**config.mk**
```make
export PLATFORM = sky130hd
export DESIGN_NAME = bwdt_top
export DESIGN_NICKNAME = d
export VERILOG_FILES = /design/src/verilog/bwdt_pkg.sv /design/src/verilog/bwdt_tick_div.sv /design/src/verilog/bwdt_top.sv
export SDC_FILE = /design/constraint.sdc
export NUM_CORES = 1
export LEC_CHECK = 0
export ABC_AREA = 1
export BUFFER_PORTS_ARGS = -buffer_cell sky130_fd_sc_hd__buf_4
export CAP_MARGIN = 20
export CORE_MARGIN = 10
export CORE_UTILIZATION = 50
export CTS_CLUSTER_SIZE = 14
export DETAILED_ROUTE_END_ITERATION = 16
export GPL_TIMING_DRIVEN = 0
export PLACE_DENSITY_LB_ADDON = 0.08
export SYNTH_ARGS = -nofsm -noshare
export SYNTH_HDL_FRONTEND = slang
export SYNTH_SLANG_ARGS = --single-unit
export TNS_END_PERCENT = 20
```
**constraint.sdc**
```tcl
create_clock -name I_CLK -period 3.25 [get_ports I_CLK]
set_clock_uncertainty 0.2 [all_clocks]
set_input_delay 0.325 -clock I_CLK [delete_from_list [all_inputs] [get_ports I_CLK]]
set_output_delay 0.325 -clock I_CLK [all_outputs]
set_load 0.05 [all_outputs]
```
**src/verilog/bwdt_pkg.sv**
```systemverilog
// Package of constants for the board watchdog timer
package bwdt_pkg;
    // ------------------------------------------------------------
    // Register map
    // ------------------------------------------------------------
    localparam logic [7:0] REFRESH_PORT_ADDR = 8'h93;

    // ------------------------------------------------------------
    // Timing
    // ------------------------------------------------------------
    localparam int CLK_HZ = 20000000;
    localparam int TICK_HZ = 1000;
    localparam int TICK_DIV = CLK_HZ / TICK_HZ;
    localparam int TIMEOUT_SHORT_S = 2;
    localparam int TIMEOUT_LONG_S = 8;
    localparam int TIMEOUT_SHORT_TICKS = TIMEOUT_SHORT_S * TICK_HZ;
    localparam int TIMEOUT_LONG_TICKS = TIMEOUT_LONG_S * TICK_HZ;
    localparam int RESET_PULSE_CYCLES = 64;

    // ------------------------------------------------------------
    // Types
    // ------------------------------------------------------------
    typedef enum logic [1:0] {
        BWDT_DISARMED,
        BWDT_ARMED,
        BWDT_FIRING
    } bwdt_state_t;
endpackage

```
**src/verilog/bwdt_tick_div.sv**
```systemverilog
// Slow reference tick divider for the board watchdog
`timescale 1ns/1ps
module bwdt_tick_div #(
    parameter int DIV = 20000
) (
    input wire logic I_CLK,
    input wire logic I_RST,
    input wire logic i_restart,
    output logic o_tick
);
    typedef struct packed {
        logic [15:0] cnt;
        logic tick;
    } bwdt_div_t;

    bwdt_div_t s_q;
    bwdt_div_t s_d;

    // Count down to one tick per DIV clocks, restart aligns phase
    always_comb begin
        s_d = s_q;
        s_d.tick = 1'b0;
        if (i_restart || s_q.cnt == 16'h0000) begin
            s_d.cnt = 16'(DIV - 1);
            s_d.tick = ~i_restart;
        end else begin
            s_d.cnt = s_q.cnt - 16'h0001;
        end
    end

    // State register
    always_ff @(posedge I_CLK) begin
        if (I_RST) begin
            s_q <= '0;
        end else begin
            s_q <= s_d;
        end
    end

    assign o_tick = s_q.tick;
endmodule

```
**src/verilog/bwdt_top.sv**
```systemverilog
// Board watchdog timer: armed and refreshed by writes to one I/O port
// Contract
// - Timeout is 2 s or 8 s, chosen by the timeout select link.
// - Reset leaves the watchdog disarmed; no timeout before arming.
// - Any write to port 93h arms the watchdog and starts timing.
// - Armed and not refreshed within the timeout asserts board reset.
// - Once armed, nothing but a board reset disarms it.
// - Enable link removed means no new watchdog reset is started; a pulse under way runs out.
`timescale 1ns/1ps
module bwdt_top
    import bwdt_pkg::*;
#(
    parameter int TICK_DIV_P = TICK_DIV // Clocks per tick; shortened only for simulation
) (
    input wire logic I_CLK,
    input wire logic I_RST,
    input wire logic I_IO_WR,
    input wire logic [7:0] I_IO_ADDR,
    input wire logic [7:0] I_IO_DATA,
    input wire logic I_TIMEOUT_SELECT_LINK,
    input wire logic I_WATCHDOG_ENABLE_LINK,
    output logic O_BOARD_RESET,
    output logic O_ARMED
);
    import bwdt_pkg::*;

    // ------------------------------------------------------------
    // State
    // ------------------------------------------------------------
    typedef struct packed {
        bwdt_state_t st;
        logic [13:0] ticks;
        logic [7:0] pulse;
        logic rst_out;
    } bwdt_regs_t;

    bwdt_regs_t r_q;
    bwdt_regs_t r_d;
    logic refresh;
    logic tick;
    logic [13:0] limit;

    // Data value is ignored; only the address matters
    assign refresh = I_IO_WR && (I_IO_ADDR == REFRESH_PORT_ADDR);

    // Timeout selected by the link
    assign limit = I_TIMEOUT_SELECT_LINK ? 14'(TIMEOUT_LONG_TICKS)
                                         : 14'(TIMEOUT_SHORT_TICKS);

    // ------------------------------------------------------------
    // Usage notes
    // ------------------------------------------------------------
    // Keep TICK_DIV_P at its default in silicon
    // Timeout counts whole ticks, phase restarted by every refresh
    // Enable link looked at only on the expiry tick
    // After a pulse the timer stays armed and times again
    // Board reset loops back to I_RST outside this block

    // ------------------------------------------------------------
    // Tick generator
    // ------------------------------------------------------------
    bwdt_tick_div #(
        .DIV(TICK_DIV_P)
    ) u_div (
        .I_CLK(I_CLK),
        .I_RST(I_RST),
        .i_restart(refresh),
        .o_tick(tick)
    );

    // ------------------------------------------------------------
    // Watchdog sequencing
    // ------------------------------------------------------------
    always_comb begin
        r_d = r_q;
        r_d.rst_out = 1'b0;
        case (r_q.st)
            BWDT_DISARMED: begin
                if (refresh) begin
                    r_d.st = BWDT_ARMED;
                    r_d.ticks = 14'h0000;
                end
            end
            BWDT_ARMED: begin
                if (refresh) begin
                    r_d.ticks = 14'h0000;
                end else if (tick) begin
                    if (r_q.ticks + 14'h0001 >= limit) begin
                        if (I_WATCHDOG_ENABLE_LINK) begin
                            r_d.st = BWDT_FIRING;
                            r_d.pulse = 8'(RESET_PULSE_CYCLES - 1);
                            r_d.rst_out = 1'b1;
                        end
                        r_d.ticks = 14'h0000;
                    end else begin
                        r_d.ticks = r_q.ticks + 14'h0001;
                    end
                end
            end
            BWDT_FIRING: begin
                // Fixed-length pulse, stays armed until board reset
                if (r_q.pulse != 8'h00) begin
                    r_d.pulse = r_q.pulse - 8'h01;
                    r_d.rst_out = 1'b1;
                end else begin
                    r_d.st = BWDT_ARMED;
                    r_d.ticks = 14'h0000;
                end
            end
            default: begin
                r_d.st = BWDT_DISARMED;
            end
        endcase
    end

    // State register; reset disarms
    always_ff @(posedge I_CLK) begin
        if (I_RST) begin
            r_q <= '0;
        end else begin
            r_q <= r_d;
        end
    end

    assign O_BOARD_RESET = r_q.rst_out;
    assign O_ARMED = (r_q.st != BWDT_DISARMED);

    // ------------------------------------------------------------
    // Assertions
    // ------------------------------------------------------------
    AST_NO_RESET_DISARMED: assert property (@(posedge I_CLK) disable iff (I_RST)
        (r_q.st == BWDT_DISARMED) |-> !O_BOARD_RESET)
        else $error("reset pulse while disarmed");

    AST_WRITE_ARMS: assert property (@(posedge I_CLK) disable iff (I_RST)
        refresh |=> O_ARMED)
        else $error("write did not arm watchdog");

    AST_STAYS_ARMED: assert property (@(posedge I_CLK) disable iff (I_RST)
        O_ARMED |=> O_ARMED)
        else $error("watchdog disarmed without reset");

    AST_LINK_OFF_QUIET: assert property (@(posedge I_CLK) disable iff (I_RST)
        (!I_WATCHDOG_ENABLE_LINK && !O_BOARD_RESET) |=> !$rose(O_BOARD_RESET))
        else $error("reset with enable link removed");

    AST_REFRESH_CLEARS: assert property (@(posedge I_CLK) disable iff (I_RST)
        (refresh && r_q.st == BWDT_ARMED) |=> (r_q.ticks == 14'h0000))
        else $error("refresh did not restart count");

    AST_PULSE_LEN: assert property (@(posedge I_CLK) disable iff (I_RST)
        $rose(O_BOARD_RESET) |-> O_BOARD_RESET [*8])
        else $error("reset pulse too short");

    AST_FIRE_AT_LIMIT: assert property (@(posedge I_CLK) disable iff (I_RST)
        (r_q.st == BWDT_ARMED && tick && !refresh && I_WATCHDOG_ENABLE_LINK
         && r_q.ticks + 14'h0001 >= limit) |=> O_BOARD_RESET)
        else $error("no reset at timeout");

    AST_NO_EARLY_FIRE: assert property (@(posedge I_CLK) disable iff (I_RST)
        $rose(O_BOARD_RESET) |-> $past(r_q.ticks) + 14'h0001 >= $past(limit))
        else $error("reset before selected timeout");

    // ------------------------------------------------------------
    // Assertions on counting and pulse shape
    // ------------------------------------------------------------
    // Count never passes the longest timeout
    AST_COUNT_BOUNDED: assert property (@(posedge I_CLK) disable iff (I_RST)
        O_ARMED
        |-> (r_q.ticks < 14'(TIMEOUT_LONG_TICKS)))
        else $error("tick count beyond longest timeout");

    // Disarmed means no time is being counted
    AST_DISARMED_IDLE: assert property (@(posedge I_CLK) disable iff (I_RST)
        !O_ARMED
        |-> (r_q.ticks == 14'h0000))
        else $error("counting while disarmed");

    // Nothing but a write arms the watchdog
    AST_ONLY_WRITE_ARMS: assert property (@(posedge I_CLK) disable iff (I_RST)
        (!O_ARMED && !refresh)
        |=> !O_ARMED)
        else $error("armed without a write");

    // Arming write starts timing from zero
    AST_ARM_FROM_ZERO: assert property (@(posedge I_CLK) disable iff (I_RST)
        (refresh && !O_ARMED)
        |=> (r_q.ticks == 14'h0000))
        else $error("arming did not start from zero");

    // Link removed blocks the firing state
    AST_LINK_OFF_NO_FIRING: assert property (@(posedge I_CLK) disable iff (I_RST)
        (r_q.st == BWDT_ARMED && !I_WATCHDOG_ENABLE_LINK)
        |=> (r_q.st != BWDT_FIRING))
        else $error("firing with enable link removed");

    // Count moves only on a divided tick or a refresh
    AST_TICK_HOLD: assert property (@(posedge I_CLK) disable iff (I_RST)
        (r_q.st == BWDT_ARMED && !refresh && !tick)
        |=> $stable(r_q.ticks))
        else $error("count moved without a tick");

    // Firing only follows a tick
    AST_FIRE_NEEDS_TICK: assert property (@(posedge I_CLK) disable iff (I_RST)
        $rose(O_BOARD_RESET)
        |-> $past(tick))
        else $error("reset pulse without a tick");

    // Pulse starts with the full length loaded
    AST_PULSE_START: assert property (@(posedge I_CLK) disable iff (I_RST)
        $rose(O_BOARD_RESET)
        |-> (r_q.pulse == 8'(RESET_PULSE_CYCLES - 1)))
        else $error("reset pulse length not loaded");

    // Pulse ends once its count is spent
    AST_PULSE_ENDS: assert property (@(posedge I_CLK) disable iff (I_RST)
        (r_q.st == BWDT_FIRING && r_q.pulse == 8'h00)
        |=> !O_BOARD_RESET)
        else $error("reset pulse too long");

    // Reset output only while firing
    AST_PULSE_ONLY_FIRING: assert property (@(posedge I_CLK) disable iff (I_RST)
        O_BOARD_RESET
        |-> (r_q.st == BWDT_FIRING))
        else $error("reset output outside firing");
endmodule

```
==> impl_metrics.xml <==
<?xml version="1.0" encoding="UTF-8"?>
<metrics>
  <group name="outcome">
    <metric name="result_of_the_run" unit="">finished, final reports clean</metric>
  </group>
  <group name="routing">
    <metric name="route.vias.total" unit="">2194</metric>
    <metric name="wl_met3" unit="um">201</metric>
    <metric name="dr_wl_met2" unit="um">2160</metric>
    <metric name="drt_first_pass_iters" unit="">4</metric>
    <metric name="wire_per_inst" unit="um">11.1</metric>
    <metric name="drt_wl_total" unit="um">5000</metric>
    <metric name="first_iter_violations" unit="">101</metric>
    <metric name="post-route-drc-count" unit="">0</metric>
    <metric name="antenna_violating_nets_post_route" unit="">0</metric>
    <metric name="m1WireLength" unit="um">2570</metric>
    <metric name="highest-signal-layer" unit="">met4</metric>
    <metric name="post_drt_via_cell_ratio" unit="">4.86</metric>
  </group>
  <group name="placed_design">
    <metric name="postPlaceCellArea" unit="sq um">2640</metric>
    <metric name="portBuffers" unit="">13</metric>
    <metric name="dp_cells" unit="">443</metric>
    <metric name="detailed_place_hpwl" unit="um">3830</metric>
    <metric name="routabilityCongestion" unit="">0.830</metric>
    <metric name="dpl_worst_slack" unit="ns">0.269</metric>
  </group>
  <group name="clock_tree">
    <metric name="clock-sinks" unit="">42</metric>
    <metric name="clock_path_buffers" unit="">2</metric>
    <metric name="cts_made_buffers" unit="">5</metric>
    <metric name="cts.repair_timing.setup_buffer_count" unit="">0</metric>
    <metric name="ctsHtreeMaxLevel" unit="">2</metric>
    <metric name="clockRootBuffer" unit="">clkbuf_8</metric>
    <metric name="clock_latency" unit="ns">0.30</metric>
    <metric name="clkSlewWorstSetupHoldPaths" unit="ns">0.07</metric>
    <metric name="cts-hold-fix-buffers" unit="">0</metric>
    <metric name="post_cts_resize_count" unit="">0</metric>
    <metric name="tritoncts" unit="">yes</metric>
  </group>
  <group name="critical_path">
    <metric name="ff2ff_setup_slack" unit="ns">0.32</metric>
    <metric name="r2r_cells" unit="">17</metric>
    <metric name="timing.critical_path.cells" unit="">ha_1, nand2_2, nor2_4, nand2_1, nor3b_2, xor2_1, ha_1, a21oi_1, nand2_1, nor2_1, nand2_2, nand2_2, nand2_2, nand2_2, nand2_1, nand2_1, nor2_1</metric>
    <metric name="path_delay_family" unit="">simple AND/OR/NAND/NOR gates</metric>
    <metric name="max_fanout_on_critical_path" unit="">6</metric>
    <metric name="critical_path.max_stage_delay" unit="ns">0.39</metric>
    <metric name="critPathBufInv" unit="">0</metric>
    <metric name="reg2reg_from" unit="">r_q[9]</metric>
    <metric name="critPathRequiredTime" unit="ns">3.22</metric>
    <metric name="endpoint_kind" unit="">register</metric>
    <metric name="crit-reg2reg-capture" unit="">r_q[6]</metric>
    <metric name="crit_path_top_delay_cell" unit="">dfxtp_1</metric>
    <metric name="critPathMostFrequentCell" unit="">nand2_2</metric>
    <metric name="worst_setup_path_start_kind" unit="">register</metric>
    <metric name="timing_worst_setup_path_type" unit="">reg -&gt; reg</metric>
    <metric name="arrival" unit="ns">2.89</metric>
  </group>
  <group name="global_routing">
    <metric name="gr-total-overflow" unit="">0</metric>
    <metric name="grt_pass1_wl" unit="um">8890</metric>
    <metric name="grtUsageTotal" unit="">0.128</metric>
    <metric name="maximum_number_of_pins_on_one_net_before_global_route_repair" unit="">13</metric>
    <metric name="grt_pass1_vias" unit="">2049</metric>
    <metric name="grt_antenna_before_repair" unit="">0</metric>
  </group>
  <group name="layout">
    <metric name="final.fill_count" unit="">499</metric>
    <metric name="layout_commonest_cell" unit="">nand2_1</metric>
    <metric name="area.sequential" unit="sq um">841</metric>
    <metric name="area_growth_syn_to_layout" unit="%">12.0</metric>
    <metric name="design_area" unit="sq um">2760</metric>
    <metric name="instances_no_fill" unit="">451</metric>
    <metric name="fraction_of_layout_cells_with_a_size_suffix_above_1" unit="">0.0990</metric>
    <metric name="most-common-layout-cells" unit="">nand2_1 (95), inv_1 (46), nor2_1 (45), dfxtp_1 (42), a21oi_1 (25)</metric>
    <metric name="final_nets" unit="">416</metric>
    <metric name="multi_input_comb_area" unit="sq um">1430</metric>
    <metric name="n_antenna_cell" unit="">0</metric>
    <metric name="final_core_utilization" unit="">0.579</metric>
  </group>
  <group name="synthesis">
    <metric name="synth-xor-area-share" unit="">0.0748</metric>
    <metric name="multiplexer_share_of_the_synthesized_area" unit="">0</metric>
    <metric name="post_synth_and_or_nand_nor_area_fraction" unit="">0.341</metric>
    <metric name="synthesis.instances" unit="">363</metric>
    <metric name="yosys.cell_types.count" unit="">27</metric>
    <metric name="synth.yosys.seq_area_share" unit="">0.342</metric>
    <metric name="ys_warn_count" unit="">0</metric>
    <metric name="synth_seq_cells" unit="">42</metric>
    <metric name="synth_compound_area_frac" unit="">0.101</metric>
    <metric name="post_synth.cell_area_avg" unit="sq um">6.78</metric>
    <metric name="syn_area" unit="sq um">2460</metric>
    <metric name="synthesis.nets" unit="">396</metric>
    <metric name="synth_top_family_by_area" unit="">simple AND/OR/NAND/NOR gates</metric>
    <metric name="synth_fa_ha_area_frac" unit="">0.0610</metric>
  </group>
  <group name="sta">
    <metric name="worst_hold_slack" unit="ns">0.255</metric>
    <metric name="slew_viol_final" unit="">0</metric>
    <metric name="worst_slew_pin_slew" unit="ns">0.539</metric>
    <metric name="final.setup.tns" unit="ns">0</metric>
    <metric name="postLayoutSetupSlackWorst" unit="ns">0.325</metric>
    <metric name="setup_viol" unit="">0</metric>
    <metric name="period_minus_ws_final" unit="ns">2.93</metric>
    <metric name="fmax" unit="MHz">342</metric>
    <metric name="report.final.hold_viol_count" unit="">0</metric>
    <metric name="min_period_over_period" unit="">0.900</metric>
    <metric name="grt_setup_unrepaired" unit="">no</metric>
    <metric name="timing.slew.headroom" unit="">0.640</metric>
  </group>
  <group name="floorplan">
    <metric name="row_count" unit="">25</metric>
    <metric name="design.core.area" unit="sq um">4750</metric>
    <metric name="start_util" unit="">0.517</metric>
    <metric name="dieWidth" unit="um">90.1</metric>
    <metric name="floorplan.die.height" unit="um">90.1</metric>
    <metric name="io_pins" unit="">23</metric>
    <metric name="floorplan.die_area" unit="sq um">8130</metric>
  </group>
  <group name="worst_hold_path">
    <metric name="worstHoldPathCells" unit="">2</metric>
    <metric name="whs_endpoint" unit="">u_div.s_q[10]</metric>
    <metric name="hold_path.startpoint" unit="">I_RST</metric>
    <metric name="hold_path_class" unit="">in -&gt; reg</metric>
  </group>
  <group name="flow_run">
    <metric name="maxCapViolCount" unit="">0</metric>
  </group>
  <group name="pwr">
    <metric name="power-per-cell-area" unit="nW/um^2">542</metric>
    <metric name="cellLeakagePower" unit="nW">1.22</metric>
    <metric name="power" unit="mW">1.49</metric>
    <metric name="vdd.ir_drop.worst" unit="V">0.000434</metric>
  </group>
</metrics>
==> cell families after synthesis <==
| family | after synthesis |
|---|---|
| adders and majority gates | 12 |
| AOI/OAI and AO/OA | 44 |
| buffers and inverters | 51 |
| and+or+nand+nor | 193 |
| DFF | 42 |
| xor gates and xnor gates | 21 |
==> state kept, by name, indices dropped and copies added, names as in the netlist <==
signal         count
r_q               24
u_div.s_q         16
O_BOARD_RESET      1
u_div.o_tick       1
==> where the power goes <==
group | internal (mW) | leakage, nW | switching, mW | total, mW
clock | 0.230 | 0.0524 | 0.173 | 0.403
sequential | 0.596 | 0.341 | 0.0625 | 0.658
combinational | 0.173 | 0.825 | 0.260 | 0.433
total | 0.999 | 1.22 | 0.495 | 1.49
==> cell type report <==
type                            count  share of cell area
Clock inverter                      1              0.0109
Inverter                           46              0.0627
Sequential cell                    42               0.305
Tap cell                           67              0.0304
Buffer                              5             0.00954
Clock buffer                        7              0.0277
Multi-Input combinational cell    270               0.518
Timing Repair Buffer               13              0.0354
==> routing by layer <==
layer  vias to the layer above  GRT usage
met3                         6     0.0349
met4                         0     0.0438
li1                       1192          -
met1                       959      0.162
met5                         -          0
met2                        37      0.203
==> synth_stat cells <==
master    instances  share of area
ha_1             12          0.061
nand2_2           7          0.018
a21boi_4          1         0.0076
nor3_1           11          0.022
xnor2_1           5          0.018
a211oi_1          1         0.0031
o21a_1            1         0.0031
dfxtp_1          42           0.34
inv_1            46          0.070
a31oi_1           4          0.010
nor3b_1           1         0.0031
buf_6             1         0.0046
o21ai_1           1         0.0020
o21ai_0          10          0.020
nand3_2           1         0.0041
nand3_1          18          0.037
nand2_1          96           0.15
nor2_4            2         0.0092
a21oi_1          25          0.051
xor2_1           16          0.057
nor2_2            3         0.0076
nand3b_1          4          0.012
a31o_2            1         0.0036
or2_2             1         0.0025
nor2_1           45          0.069
nand4_1           4          0.010
clkbuf_1          4         0.0061
==> how the worst max path moves through the flow <==
stage	depth (start not counted)	slack, ns	to	start
finish	17	0.32	r_q[6]	r_q[9]
global route	15	0.03	r_q[13]	r_q[9]
CTS	19	0.24	r_q[6]	r_q[9]
detailed placement	17	0.27	r_q[6]	r_q[9]
global placement	19	0.29	r_q[6]	r_q[9]
floorplan	19	0.61	r_q[6]	r_q[9]
(Power assumes the default switching activity.)
